**config.mk**
```make
export PLATFORM = sky130hd
export DESIGN_NAME = ppac_regs
export DESIGN_NICKNAME = d
export VERILOG_FILES = /design/src/hdl/ppac_regs.v
export VERILOG_INCLUDE_DIRS = /design/src /design/src/hdl
export SDC_FILE = /design/constraint.sdc
export NUM_CORES = 1
export LEC_CHECK = 0
export BUFFER_PORTS_ARGS = -buffer_cell sky130_fd_sc_hd__buf_2
export CORE_MARGIN = 2
export CORE_UTILIZATION = 30
export CTS_BUF_LIST = sky130_fd_sc_hd__clkbuf_8
export DETAILED_ROUTE_END_ITERATION = 6
export GPL_TIMING_DRIVEN = 1
export PLACE_DENSITY_LB_ADDON = 0.12
export RECOVER_POWER = 50
export SETUP_SLACK_MARGIN = 0.1
export SLEW_MARGIN = 5
export SYNTH_ARGS = -nofsm -noshare
export SYNTH_HDL_FRONTEND = slang
export SYNTH_SLANG_ARGS = --single-unit
```
**constraint.sdc**
```tcl
create_clock -name sys_clk -period 1.43 [get_ports sys_clk]
set_clock_uncertainty 0.05 [all_clocks]
set_input_delay 0.2145 -clock sys_clk [delete_from_list [all_inputs] [get_ports sys_clk]]
set_output_delay 0.2145 -clock sys_clk [all_outputs]
set_load 0.01 [all_outputs]
```
**src/hdl/ppac_regs_map.vh**
```
`ifndef PPAC_REGS_MAP_VH
`define PPAC_REGS_MAP_VH
// ==========================================================
// register offsets within management device 1
`define PPAC_ADDR_STATUS_SECOND   16'h0008
`define PPAC_ADDR_TX_OFF_CTRL     16'h0009
`define PPAC_ADDR_EXT_ABILITY     16'h000B
`define PPAC_ADDR_PAIR_ABILITY    16'h0012
`define PPAC_ADDR_PAIR_CONTROL    16'h0834
// ==========================================================
// fixed read values and reset values
`define PPAC_RST_STATUS_SECOND    16'h8301
`define PPAC_RST_TX_OFF_CTRL      16'h0000
`define PPAC_RST_EXT_ABILITY      16'h0800
`define PPAC_RST_PAIR_ABILITY     16'h0004
`define PPAC_RST_PAIR_CONTROL     16'h8002
// ==========================================================
// field positions
`define PPAC_BIT_TX_OFF           0
`define PPAC_BIT_LEADER           14
`define PPAC_BIT_CTRL_RSVD_TOP    15
`define PPAC_TYPE_MSB             3
`define PPAC_TYPE_LSB             0
// ==========================================================
// type-select codes
`define PPAC_TYPE_FAST            4'h0
`define PPAC_TYPE_GIGABIT         4'h1
`define PPAC_TYPE_LONG_REACH      4'h2
`define PPAC_TYPE_SHORT_REACH     4'h3
`endif

```
**src/hdl/ppac_regs.v**
```verilog
// Overview of operation
// - the second status register reads binary 10 in bits 15:14 to show the sublayer is present.
// - bit 9 of the second status register reads 1 to show extended abilities are listed.
// - bit 8 of the second status register reads 1 to show transmit can be switched off.
// - bit 0 of the second status register reads 1 to show local loopback is available.
// - bit 0 at 0x0009 turns transmit output off when 1 and on when 0, resetting to 0.
// - bit 11 of the extended ability register reads 1 to point at the single-pair ability register.
// - the single-pair ability register at 0x0012 ignores all writes.
// - bit 2 of the single-pair ability register reads 1 for long-reach 10 Mb/s support.
// - bits 3, 1 and 0 of the single-pair ability register always read 0.
// - with negotiation off, control bit 14 selects leader when 1 and follower when 0, reset by strap.
// - with negotiation on, the role comes from the negotiation result instead of bit 14.
// - a four-bit writable type-select field resets to 0x2 and encodes the pair phy type.
// - the type-select field applies only with negotiation off and forced configuration on.
`timescale 1ns/1ps
`include "ppac_regs_map.vh"

module ppac_regs (
  input  wire        sys_clk,
  input  wire        rst,
  // management register port
  input  wire [15:0] mgmt_addr,
  input  wire        mgmt_wr,
  input  wire        mgmt_rd,
  input  wire [15:0] mgmt_wdata,
  output reg  [15:0] mgmt_rdata,
  output reg         mgmt_rvalid,
  // strap and negotiation inputs (pins, synchronised)
  input  wire        leader_strap,
  input  wire        autoneg_enable,
  input  wire        forced_config,
  input  wire        an_leader_result,
  input  wire [3:0]  an_type_result,
  // controls to the rest of the sublayer
  output reg         transmit_output_off,
  output reg         leader_role_active,
  output reg  [3:0]  active_pair_type
);

  // ==========================================================
  // local constants
  localparam PIN_COUNT   = 8; // strap, two mode pins, role and four type bits
  localparam PIN_STRAP   = 0;
  localparam PIN_AN_EN   = 1;
  localparam PIN_FORCED  = 2;
  localparam PIN_AN_LEAD = 3;
  localparam PIN_TYPE_LO = 4;
  localparam TYPE_W      = 4;

  // ==========================================================
  // pin synchronisers
  wire [PIN_COUNT-1:0] pin_raw;
  reg  [PIN_COUNT-1:0] pin_meta;
  reg  [PIN_COUNT-1:0] pin_sync;

  // gather every asynchronous level into one bundle
  assign pin_raw = {an_type_result, an_leader_result, forced_config,
                    autoneg_enable, leader_strap};

  // two flops per pin, kept out of reset so that the strap has
  // already settled when reset is released
  genvar gi;
  generate
    for (gi = 0; gi < PIN_COUNT; gi = gi + 1) begin : g_pin_sync
      always @(posedge sys_clk) begin
        pin_meta[gi] <= pin_raw[gi];
        pin_sync[gi] <= pin_meta[gi];
      end
    end
  endgenerate

  // ==========================================================
  // synchronised pin views
  wire              strap_level;
  wire              an_enabled;
  wire              forced_mode;
  wire              an_leader;
  wire [TYPE_W-1:0] an_type;

  // only the second flop of each pair is read from here on
  assign strap_level = pin_sync[PIN_STRAP];
  assign an_enabled  = pin_sync[PIN_AN_EN];
  assign forced_mode = pin_sync[PIN_FORCED];
  assign an_leader   = pin_sync[PIN_AN_LEAD];
  assign an_type     = pin_sync[PIN_COUNT-1:PIN_TYPE_LO];

  // ==========================================================
  // write decode
  wire wr_tx_off_hit;
  wire wr_pair_ctrl_hit;

  // only two addresses hold writable bits; every other write falls away
  assign wr_tx_off_hit    = mgmt_wr && (mgmt_addr == `PPAC_ADDR_TX_OFF_CTRL);
  assign wr_pair_ctrl_hit = mgmt_wr && (mgmt_addr == `PPAC_ADDR_PAIR_CONTROL);

  // ==========================================================
  // writable control state
  reg              tx_off;
  reg              leader_role_select;
  reg [TYPE_W-1:0] pair_phy_type_select;
  reg              strap_pending;

  // transmit-off bit; bits 15:1 of that word have no storage
  always @(posedge sys_clk) begin
    if (rst) begin
      tx_off <= 1'b0;
    end else if (wr_tx_off_hit) begin
      tx_off <= mgmt_wdata[`PPAC_BIT_TX_OFF];
    end
  end

  // one-cycle flag that opens the strap capture after reset
  always @(posedge sys_clk) begin
    if (rst) begin
      strap_pending <= 1'b1;
    end else begin
      strap_pending <= 1'b0;
    end
  end

  // role bit: loads the strap once after reset, then follows writes;
  // a write in that same cycle wins over the strap
  always @(posedge sys_clk) begin
    if (rst) begin
      leader_role_select <= 1'b0;
    end else if (wr_pair_ctrl_hit) begin
      leader_role_select <= mgmt_wdata[`PPAC_BIT_LEADER];
    end else if (strap_pending) begin
      leader_role_select <= strap_level;
    end
  end

  // type field keeps any written code; only long reach is meaningful
  always @(posedge sys_clk) begin
    if (rst) begin
      pair_phy_type_select <= `PPAC_TYPE_LONG_REACH;
    end else if (wr_pair_ctrl_hit) begin
      pair_phy_type_select <= mgmt_wdata[`PPAC_TYPE_MSB:`PPAC_TYPE_LSB];
    end
  end

  // ==========================================================
  // read data assembly
  wire [15:0] tx_off_word;
  wire [15:0] pair_ctrl_word;
  reg  [15:0] next_rdata;

  // writable words with their reserved bits filled in
  assign tx_off_word    = {15'h0000, tx_off};
  assign pair_ctrl_word = {1'b1, leader_role_select, 10'h000, pair_phy_type_select};

  // fixed words come straight from the constant table
  always @* begin
    case (mgmt_addr)
      `PPAC_ADDR_STATUS_SECOND: begin
        next_rdata = `PPAC_RST_STATUS_SECOND;
      end
      `PPAC_ADDR_TX_OFF_CTRL: begin
        next_rdata = tx_off_word;
      end
      `PPAC_ADDR_EXT_ABILITY: begin
        next_rdata = `PPAC_RST_EXT_ABILITY;
      end
      `PPAC_ADDR_PAIR_ABILITY: begin
        next_rdata = `PPAC_RST_PAIR_ABILITY;
      end
      `PPAC_ADDR_PAIR_CONTROL: begin
        next_rdata = pair_ctrl_word;
      end
      default: begin
        next_rdata = 16'h0000;
      end
    endcase
  end

  // read answer one cycle after the strobe
  always @(posedge sys_clk) begin
    if (rst) begin
      mgmt_rdata  <= 16'h0000;
      mgmt_rvalid <= 1'b0;
    end else begin
      mgmt_rvalid <= mgmt_rd;
      if (mgmt_rd) begin
        mgmt_rdata <= next_rdata;
      end
    end
  end

  // ==========================================================
  // effective controls

  // transmit path follows the stored bit one cycle later
  always @(posedge sys_clk) begin
    if (rst) begin
      transmit_output_off <= 1'b0;
    end else begin
      transmit_output_off <= tx_off;
    end
  end

  // negotiation result overrides the stored role while negotiation runs
  always @(posedge sys_clk) begin
    if (rst) begin
      leader_role_active <= 1'b0;
    end else begin
      if (an_enabled) begin
        leader_role_active <= an_leader;
      end else begin
        leader_role_active <= leader_role_select;
      end
    end
  end

  // stored type applies only with negotiation off and forced mode on
  always @(posedge sys_clk) begin
    if (rst) begin
      active_pair_type <= `PPAC_TYPE_LONG_REACH;
    end else begin
      if (!an_enabled && forced_mode) begin
        active_pair_type <= pair_phy_type_select;
      end else begin
        active_pair_type <= an_type;
      end
    end
  end

endmodule

```
==> flow_summary.html, run 1 <==
<table>
<tr><th>Metric</th><th>Value</th></tr>
<tr><th colspan="2">Route</th></tr>
<tr><td>Number of vias in the routed layout</td><td>1098</td></tr>
<tr><td>Antenna Violating Nets Remaining</td><td>0</td></tr>
<tr><td>DRC marker count from the first detailed-route iteration</td><td>86</td></tr>
<tr><td>Number of iterations in the first detailed-routing pass</td><td>4</td></tr>
<tr><td>Final wirelength</td><td>approximately 2700 um</td></tr>
<tr><td>Routed wire per std cell</td><td>10.7 um</td></tr>
<tr><td>DRC Markers</td><td>0</td></tr>
<tr><td>Via count normalized by instance count</td><td>around 4.4</td></tr>
<tr><th colspan="2">CTS</th></tr>
<tr><td>Max clock buf depth</td><td>2</td></tr>
<tr><td>Clock buffer count from CTS</td><td>5</td></tr>
<tr><td>Clock latency at the later pin of the worst-skew pair</td><td>0.27 ns</td></tr>
<tr><td>Sink Count</td><td>38</td></tr>
<tr><td>Cell chosen for the clock root</td><td>sky130_fd_sc_hd__clkbuf_8</td></tr>
<tr><td>Maximum level of the CTS H-tree</td><td>2</td></tr>
<tr><td>Clock tree from TritonCTS</td><td>yes</td></tr>
<tr><td>Clock transition at path regs</td><td>about 0.07 ns</td></tr>
<tr><th colspan="2">Worst setup path</th></tr>
<tr><td>Required time reported for the critical path endpoint</td><td>1.54 ns</td></tr>
<tr><td>Peak fanout along the critical path</td><td>7</td></tr>
<tr><td>Internal reg-to-reg setup slack</td><td>0.41 ns</td></tr>
<tr><td>Type of element capturing the critical path</td><td>register</td></tr>
<tr><td>Crit path arrival time</td><td>1.39 ns</td></tr>
<tr><td>Type of the setup path with the least slack</td><td>in2reg</td></tr>
<tr><td>Startpoint class of the critical path</td><td>input port</td></tr>
<tr><th colspan="2">Power</th></tr>
<tr><td>Cell internal pwr</td><td>1570 uW</td></tr>
<tr><td>Share of total power consumed by net switching</td><td>21.8%</td></tr>
<tr><td>Net switching power of the design</td><td>437 uW</td></tr>
<tr><td>Relative contribution of the clock network to total power</td><td>36.4%</td></tr>
<tr><td>Sequential power share</td><td>a little under three fifths</td></tr>
<tr><td>Maximum ir drop on the vdd rail</td><td>0.000585 V</td></tr>
<tr><td>Leakage dissipation</td><td>a little over 0.0008 uW</td></tr>
<tr><td>Gate power share</td><td>between 8 and 9%</td></tr>
<tr><td>Pwr/cell area</td><td>1050 mW/mm2</td></tr>
<tr><th colspan="2">Synthesis</th></tr>
<tr><td>Post-synthesis average cell area</td><td>10.3 um2</td></tr>
<tr><td>Post-Synth XOR/XNOR Area</td><td>0%</td></tr>
<tr><td>Most common library cells after synthesis</td><td>sky130_fd_sc_hd__dfxtp_1 (38), sky130_fd_sc_hd__nor2_1 (14), sky130_fd_sc_hd__mux2i_1 (10)</td></tr>
<tr><td>Dominant cell by count in the synthesized netlist</td><td>sky130_fd_sc_hd__dfxtp_1</td></tr>
<tr><td>Number of register bits inferred by synthesis</td><td>38</td></tr>
<tr><td>Synth area leader</td><td>sky130_fd_sc_hd__dfxtp_1</td></tr>
<tr><td>EDFF count, synth</td><td>0</td></tr>
<tr><td>Simple-gate share of the synthesized area</td><td>about a quarter</td></tr>
<tr><td>Combinational family with the most area after synthesis</td><td>simple AND/OR/NAND/NOR gates</td></tr>
<tr><td>Ys async rst share</td><td>0%</td></tr>
<tr><td>Complex-gate fraction of the synthesized area</td><td>5.65%</td></tr>
<tr><td>Yosys warning total</td><td>0</td></tr>
<tr><td>Yosys top cell area share</td><td>55.4%</td></tr>
<tr><td>Synthesized cell area</td><td>0.00137 mm2</td></tr>
<tr><td>Most instantiated flip-flop cell in the synthesis netlist</td><td>sky130_fd_sc_hd__dfxtp_1</td></tr>
<tr><td>Portion of netlist area occupied by mux cells</td><td>8.11%</td></tr>
<tr><td>Synth top area cells</td><td>sky130_fd_sc_hd__dfxtp_1 (55%), sky130_fd_sc_hd__mux2i_1 (7.3%), sky130_fd_sc_hd__buf_4 (4.4%)</td></tr>
<tr><td>Synth Instances</td><td>around 130</td></tr>
<tr><td>Part of the Yosys area used for sequential elements</td><td>55.4%</td></tr>
<tr><td>Synthesized-area fraction occupied by adder cells</td><td>0%</td></tr>
<tr><td>Count of distinct cell types in the synthesized netlist</td><td>27</td></tr>
<tr><th colspan="2">Hold path</th></tr>
<tr><td>Classification of the worst-slack hold path</td><td>in2reg</td></tr>
<tr><th colspan="2">Finish</th></tr>
<tr><td>Fillers</td><td>about 450</td></tr>
<tr><td>Area occupied by registers</td><td>761 um2</td></tr>
<tr><td>Share of cells above drive strength 1</td><td>33.2%</td></tr>
<tr><td>Area growth syn-to-layout</td><td>38.5%</td></tr>
<tr><td>Final instance count without filler cells</td><td>around 250</td></tr>
<tr><td>Ant diodes</td><td>0</td></tr>
<tr><td>Multi-input gate area in the final layout</td><td>about 570 um2</td></tr>
<tr><td>Nets@finish</td><td>about 240</td></tr>
<tr><th colspan="2">Floorplan</th></tr>
<tr><td>Die height</td><td>71.7 um</td></tr>
<tr><td>Effective utilization at floorplan</td><td>a little under a third</td></tr>
<tr><td>Std cell rows</td><td>24</td></tr>
<tr><td>Full die area</td><td>about 0.005 mm2</td></tr>
<tr><td>Die Width</td><td>71.7 um</td></tr>
<tr><td>Core Footprint</td><td>~0.0044 mm2</td></tr>
<tr><td>Number of placed I/O pins</td><td>67</td></tr>
<tr><th colspan="2">GRT</th></tr>
<tr><td>First-pass GRT wire length</td><td>4560 um</td></tr>
<tr><td>Number of global-route vias before repair</td><td>approximately 1000</td></tr>
<tr><td>Remaining Overflow, GRT</td><td>0</td></tr>
<tr><td>GR Util All Layers</td><td>11.5%</td></tr>
<tr><td>Largest net degree at the start of global routing</td><td>23</td></tr>
<tr><td>Initial antenna violation count</td><td>0</td></tr>
<tr><th colspan="2">STA</th></tr>
<tr><td>Max-slew violations</td><td>0</td></tr>
<tr><td>Final setup fails</td><td>0</td></tr>
<tr><td>Post-route minimum period</td><td>1.28 ns</td></tr>
<tr><td>Tightest slew margin relative to the limit</td><td>around 64%</td></tr>
<tr><td>Part of the cycle the worst path needs</td><td>89.5%</td></tr>
<tr><td>RSZ-0062 raised after global routing</td><td>yes</td></tr>
<tr><td>Smallest hold slack</td><td>~0.091 ns</td></tr>
<tr><td>Top achievable clock speed</td><td>781 MHz</td></tr>
<tr><td>Least-Margin Pin Slew</td><td>0.536 ns</td></tr>
<tr><td>Hold Violations, Final</td><td>0</td></tr>
<tr><th colspan="2">Place</th></tr>
<tr><td>Final GP Congestion</td><td>0.754</td></tr>
<tr><td>Placed instance count</td><td>234</td></tr>
<tr><td>HPWL after detailed placement</td><td>2040 um</td></tr>
<tr><td>Number of buffers added on ports</td><td>48</td></tr>
<tr><th colspan="2">Run status</th></tr>
<tr><td>Status</td><td>complete, no violations</td></tr>
<tr><th colspan="2">Flow run</th></tr>
<tr><td>Max Cap Viol</td><td>0</td></tr>
</table>
kinds of logic (layout without fill, tap and decap cells):
family,after synthesis,after routing
simple gates,54,54
flops,38,38
buf+inv,16,76
compound gates,13,13
mux,11,11
other cells,1,7
per-layer routing:
layer	vias up	track usage, %	share of wire (%)
met1	488	12.9	43
met5	-	0	0
met3	2	5.34	9.9
met2	45	18.2	46
met4	0	5.66	1.3
li1	563	-	-
through the flow:
stage	worst slack, ns	TNS, ns	utilization (%)	power (uW)	area, um2
3_5_place_dp	-0.255	-2.55	38.9	1280	1700
6_report	0.150	0	43.4	2010	1900
2_1_floorplan	0.0181	0	-	1210	1410
3_3_place_gp	-0.214	-2.01	38.9	1280	1700
4_1_cts	0.116	0	43.2	2040	1890
5_1_grt	0.0528	0	43.4	2120	1900
sequential cells by signal, summed over array words and instances (netlist names):
| register | cells |
|---|---|
| mgmt_rdata | 8 |
| mgmt_rvalid | 1 |
| strap_level | 1 |
| an_enabled | 1 |
| transmit_output_off | 1 |
| leader_role_select | 1 |
| strap_pending | 1 |
| leader_role_active | 1 |
| an_type | 4 |
| an_leader | 1 |
| tx_off | 1 |
| active_pair_type | 4 |
| forced_mode | 1 |
| pair_phy_type_select | 4 |
| pin_meta | 8 |
final cells by class:
type / count / area share (%)
Clock buffer: 6 / 4.34
Clock inverter: 2 / 0.657
Inverter: 3 / 0.592
Multi-Input combinational cell: 85 / 29.8
Sequential cell: 38 / 40.0
Tap cell: 52 / 3.42
Timing Repair Buffer: 65 / 21.2
what timing repair did:
action,in CTS,in global routing
hold buffers,8,0
gates cloned,0,0
hold endpoints to repair,8,0
pin swaps,2,2
endpoints found under the setup margin,8,11
gates resized for setup,2,2
buffers inserted,0,1
critical path, cell delays in order:
cell,delay [ns]
sky130_fd_sc_hd__buf_6,0.10
sky130_fd_sc_hd__nor4_4,0.32
sky130_fd_sc_hd__nand3_4,0.17
sky130_fd_sc_hd__buf_4,0.18
sky130_fd_sc_hd__nor4_4,0.15
sky130_fd_sc_hd__mux2i_1,0.21
sky130_fd_sc_hd__nor2_1,0.05
power by group through the flow:
stage / logic [uW] / clock network [uW] / registers, uW
CTS: 173 / 767 / 1100
global route: 190 / 826 / 1110
global placement: 150 / 0 / 1130
floorplan: 80.0 / 0 / 1130
detailed placement: 153 / 0 / 1130
finish: 170 / 730 / 1110
placed cells by master, fill, tap and decap left out, types with 2 or more instances in the layout:
cell type	count
sky130_fd_sc_hd__inv_1	3
sky130_fd_sc_hd__nor2b_1	4
sky130_fd_sc_hd__dlygate4sd3_1	8
sky130_fd_sc_hd__nor3_2	2
sky130_fd_sc_hd__nor4_4	3
sky130_fd_sc_hd__conb_1	7
sky130_fd_sc_hd__nor3_1	4
sky130_fd_sc_hd__nor2_1	14
sky130_fd_sc_hd__buf_4	8
sky130_fd_sc_hd__nand3b_1	2
sky130_fd_sc_hd__buf_6	2
sky130_fd_sc_hd__clkbuf_8	6
sky130_fd_sc_hd__clkbuf_1	8
sky130_fd_sc_hd__mux2i_1	10
sky130_fd_sc_hd__nand2b_1	6
sky130_fd_sc_hd__a21oi_1	8
sky130_fd_sc_hd__nand4_1	2
sky130_fd_sc_hd__buf_2	38
sky130_fd_sc_hd__dfxtp_1	38
sky130_fd_sc_hd__nand3_1	5
sky130_fd_sc_hd__nand2_1	7
final timing paths:
path,start,end,depth (start not counted)
hold / removal,mgmt_wdata[1],pair_phy_type_select[1],2
setup reg to reg,an_enabled,active_pair_type[3],3
hold reg to reg,pin_meta[0],strap_level,0
setup / recovery,mgmt_addr[12],tx_off,7
No activity file was read; power rests on OpenSTA's default activity.
==> run 2: changes to the inputs <==
--- a/config.mk
+++ b/config.mk
@@ -7,7 +7,6 @@
 export NUM_CORES = 1
 export LEC_CHECK = 0
 export BUFFER_PORTS_ARGS = -buffer_cell sky130_fd_sc_hd__buf_2
-export CORE_MARGIN = 2
 export CORE_UTILIZATION = 30
 export CTS_BUF_LIST = sky130_fd_sc_hd__clkbuf_8
 export DETAILED_ROUTE_END_ITERATION = 6
==> run 2 against run 1 <==
  * Sequential share of layout area shrank 1.2 points
  * First-iteration DRC count shrank 51%
  * Hold slack worse by 0.0071 ns
  * Combinational power rose by 3%
  * Register-to-register slack got worse by 0.04 ns
  * Non-clock buffer count grew 1
  * Critical path type unchanged
  * Critical endpoint is now leader_role_select
==> flow_summary.html, run 2 (synthesis results as in run 1) <==
<table>
<tr><th>Metric</th><th>Value</th></tr>
<tr><th colspan="2">Worst setup path</th></tr>
<tr><td>Internal reg-to-reg setup slack</td><td>0.37 ns (-0.04 ns)</td></tr>
<tr><td>Slowest library cell on the worst path</td><td>sky130_fd_sc_hd__nor4_4</td></tr>
<tr><td>Worst r2r src</td><td>an_enabled</td></tr>
<tr><td>Startpoint class of the critical path</td><td>input port</td></tr>
<tr><td>Capturing element of the worst setup path</td><td>leader_role_select</td></tr>
<tr><td>Type of the setup path with the least slack</td><td>in2reg</td></tr>
<tr><td>Sequence of cells on the critical path</td><td>buf_6 &gt; nor4_4 &gt; nand3_4 &gt; nor3_4 &gt; buf_12 &gt; mux2i_1 &gt; nor2_1</td></tr>
<tr><td>Worst R2R End</td><td>active_pair_type[2]</td></tr>
<tr><td>Critical Path Start</td><td>mgmt_addr[12]</td></tr>
<tr><td>Peak fanout along the critical path</td><td>7 (unchanged)</td></tr>
<tr><td>Number of cell instances on the worst register-to-register path</td><td>3 (unchanged)</td></tr>
<tr><td>Type of element capturing the critical path</td><td>register</td></tr>
<tr><td>Stage delay of the slowest cell on the critical path</td><td>0.31 ns (about the same)</td></tr>
<tr><td>Crit path arrival time</td><td>1.39 ns (about the same)</td></tr>
<tr><td>Required time reported for the critical path endpoint</td><td>1.51 ns (-0.03 ns)</td></tr>
<tr><th colspan="2">GRT</th></tr>
<tr><td>Remaining Overflow, GRT</td><td>0 (unchanged)</td></tr>
<tr><td>Number of global-route vias before repair</td><td>1018 (-1.5%)</td></tr>
<tr><td>Initial antenna violation count</td><td>0 (unchanged)</td></tr>
<tr><td>First-pass GRT wire length</td><td>4490 um (-1.6%)</td></tr>
<tr><td>Largest net degree at the start of global routing</td><td>23 (unchanged)</td></tr>
<tr><td>GR Util All Layers</td><td>11.7% (+0.27 points)</td></tr>
<tr><th colspan="2">CTS</th></tr>
<tr><td>Sink Count</td><td>38 (unchanged)</td></tr>
<tr><td>Clock transition at path regs</td><td>0.07 ns (about the same)</td></tr>
<tr><td>Clock tree from TritonCTS</td><td>yes</td></tr>
<tr><td>Clock latency at the later pin of the worst-skew pair</td><td>0.28 ns (about the same)</td></tr>
<tr><td>Clock buffer count from CTS</td><td>5 (unchanged)</td></tr>
<tr><td>Maximum level of the CTS H-tree</td><td>2 (unchanged)</td></tr>
<tr><td>Cell chosen for the clock root</td><td>sky130_fd_sc_hd__clkbuf_8</td></tr>
<tr><td>Max clock buf depth</td><td>2 (unchanged)</td></tr>
<tr><th colspan="2">Finish</th></tr>
<tr><td>Nets@finish</td><td>243 (+0.41%)</td></tr>
<tr><td>Fillers</td><td>439 (-1.8%)</td></tr>
<tr><td>Ant diodes</td><td>0 (unchanged)</td></tr>
<tr><td>Multi-input gate area in the final layout</td><td>578 um2 (+1.8%)</td></tr>
<tr><td>Share of cells above drive strength 1</td><td>34.5% (+1.3 points)</td></tr>
<tr><td>Final Cell Area</td><td>0.00196 mm2 (+3.2%)</td></tr>
<tr><td>Largest registers</td><td>mgmt_rdata: 8 flops, pin_meta: 8 flops</td></tr>
<tr><td>Utilization after layout</td><td>44.8% (+1.4 points)</td></tr>
<tr><td>Final instance count without filler cells</td><td>252 (+0.40%)</td></tr>
<tr><td>Area occupied by registers</td><td>761 um2 (unchanged)</td></tr>
<tr><td>Commonest non-fill, non-tap cells in the layout</td><td>sky130_fd_sc_hd__dfxtp_1 (38), sky130_fd_sc_hd__buf_2 (38), sky130_fd_sc_hd__nor2_1 (14)</td></tr>
<tr><td>Area growth syn-to-layout</td><td>42.9%</td></tr>
<tr><th colspan="2">Floorplan</th></tr>
<tr><td>Std cell rows</td><td>24 (unchanged)</td></tr>
<tr><td>Core Footprint</td><td>0.00438 mm2 (unchanged)</td></tr>
<tr><td>Full die area</td><td>0.00485 mm2 (-5.5%)</td></tr>
<tr><td>Die Width</td><td>69.7 um (-2.8%)</td></tr>
<tr><td>Die height</td><td>69.7 um (-2.8%)</td></tr>
<tr><td>Number of placed I/O pins</td><td>67 (unchanged)</td></tr>
<tr><td>Effective utilization at floorplan</td><td>31.3% (unchanged)</td></tr>
<tr><th colspan="2">Route</th></tr>
<tr><td>Routed wire per std cell</td><td>10.9 um (+1.3%)</td></tr>
<tr><td>Antenna Violating Nets Remaining</td><td>0 (unchanged)</td></tr>
<tr><td>Final wirelength</td><td>2740 um (+1.7%)</td></tr>
<tr><td>DRC Markers</td><td>0 (unchanged)</td></tr>
<tr><td>Via count normalized by instance count</td><td>4.37 (-0.22%)</td></tr>
<tr><td>DRC marker count from the first detailed-route iteration</td><td>42 (-51%)</td></tr>
<tr><td>Number of iterations in the first detailed-routing pass</td><td>4 (unchanged)</td></tr>
<tr><td>Number of vias in the routed layout</td><td>1100 (+0.18%)</td></tr>
<tr><th colspan="2">Place</th></tr>
<tr><td>Number of buffers added on ports</td><td>48 (unchanged)</td></tr>
<tr><td>Final GP Congestion</td><td>0.825 (+9.4%)</td></tr>
<tr><td>Placed cell area</td><td>0.00170 mm2 (unchanged)</td></tr>
<tr><td>HPWL after detailed placement</td><td>1970 um (-3.5%)</td></tr>
<tr><td>Placed instance count</td><td>234 (unchanged)</td></tr>
<tr><th colspan="2">STA</th></tr>
<tr><td>Least-Margin Pin Slew</td><td>0.908 ns (+0.372 ns)</td></tr>
<tr><td>RSZ-0062 raised after global routing</td><td>yes</td></tr>
<tr><td>Max-slew violations</td><td>0 (unchanged)</td></tr>
<tr><td>Hold Violations, Final</td><td>0 (unchanged)</td></tr>
<tr><td>Tightest slew margin relative to the limit</td><td>39.5% (-25 points)</td></tr>
<tr><td>Part of the cycle the worst path needs</td><td>91.3% (+1.8 points)</td></tr>
<tr><td>Final setup fails</td><td>0 (unchanged)</td></tr>
<tr><td>Top achievable clock speed</td><td>766 MHz (-1.9%)</td></tr>
<tr><td>Post-route minimum period</td><td>1.31 ns (+0.0254 ns)</td></tr>
<tr><th colspan="2">Power</th></tr>
<tr><td>Leakage dissipation</td><td>0.000857 uW (+3.3%)</td></tr>
<tr><td>Pwr/cell area</td><td>1200 mW/mm2 (+14%)</td></tr>
<tr><td>Maximum ir drop on the vdd rail</td><td>0.000719 V (+23%)</td></tr>
<tr><th colspan="2">Flow run</th></tr>
<tr><td>Max Cap Viol</td><td>0 (unchanged)</td></tr>
<tr><th colspan="2">Run status</th></tr>
<tr><td>Status</td><td>complete, no violations</td></tr>
<tr><th colspan="2">Hold path</th></tr>
<tr><td>Classification of the worst-slack hold path</td><td>in2reg</td></tr>
</table>
run 2: timing repair:
action	in CTS	in global routing
resized for setup	0	6
setup buffers	0	2
endpoints found under the hold margin	8	0
endpoints found under the setup margin	4	9
pin swaps	1	2
hold buffers	8	0
run 2: worst min path at each step:
stage	startpoint	endpoint	cells past startpoint	slack, ns
3_5_place_dp	pin_meta[5]	an_type[1]	0	0.26
6_report	mgmt_wdata[1]	pair_phy_type_select[1]	2	0.08
4_1_cts	mgmt_wdata[1]	pair_phy_type_select[1]	2	0.08
3_3_place_gp	pin_meta[3]	an_leader	0	0.26
5_1_grt	mgmt_wdata[1]	pair_phy_type_select[1]	2	0.07
2_1_floorplan	leader_strap	pin_meta[0]	0	0.19
run 2: layout make-up:
cell class	instances	area share, %
Clock buffer	5	3.51
Inverter	3	0.574
Sequential cell	38	38.8
Tap cell	52	3.31
Clock inverter	3	3.51
Multi-Input combinational cell	85	29.4
Timing Repair Buffer	66	20.9
run 2: critical path: cells and delay by family:
kind / cells / cell delay, ns
AND/OR/NAND/NOR: 4 / 0.75
buffers and inverters: 2 / 0.24
multiplexers: 1 / 0.18
run 2: through the flow:
step                      TNS, ns  setup slack, ns  power (uW)  hold slack, ns
final                           0            0.124        2350          0.0836
after global routing            0           0.0573        2460          0.0705
after CTS                       0            0.107        2370          0.0788
after detailed placement    -2.33           -0.254        1280           0.262
after global placement      -1.98           -0.209        1280           0.262
after floorplan                 0           0.0181        1210           0.192
run 2: layer usage:
metal | GRT usage (%) | wire [um]
met1 | 13.5 | 1250
met2 | 18.8 | 1240
met3 | 5.52 | 226
met4 | 4.67 | 19
met5 | 0 | 0
run 2: where the power goes:
| part | total (uW) | internal (uW) | switching [uW] |
|---|---|---|---|
| Combinational | 175 | 87.3 | 87.4 |
| Clock | 1070 | 699 | 371 |
| Sequential | 1100 | 1100 | 9.47 |
| Total | 2350 | 1880 | 468 |
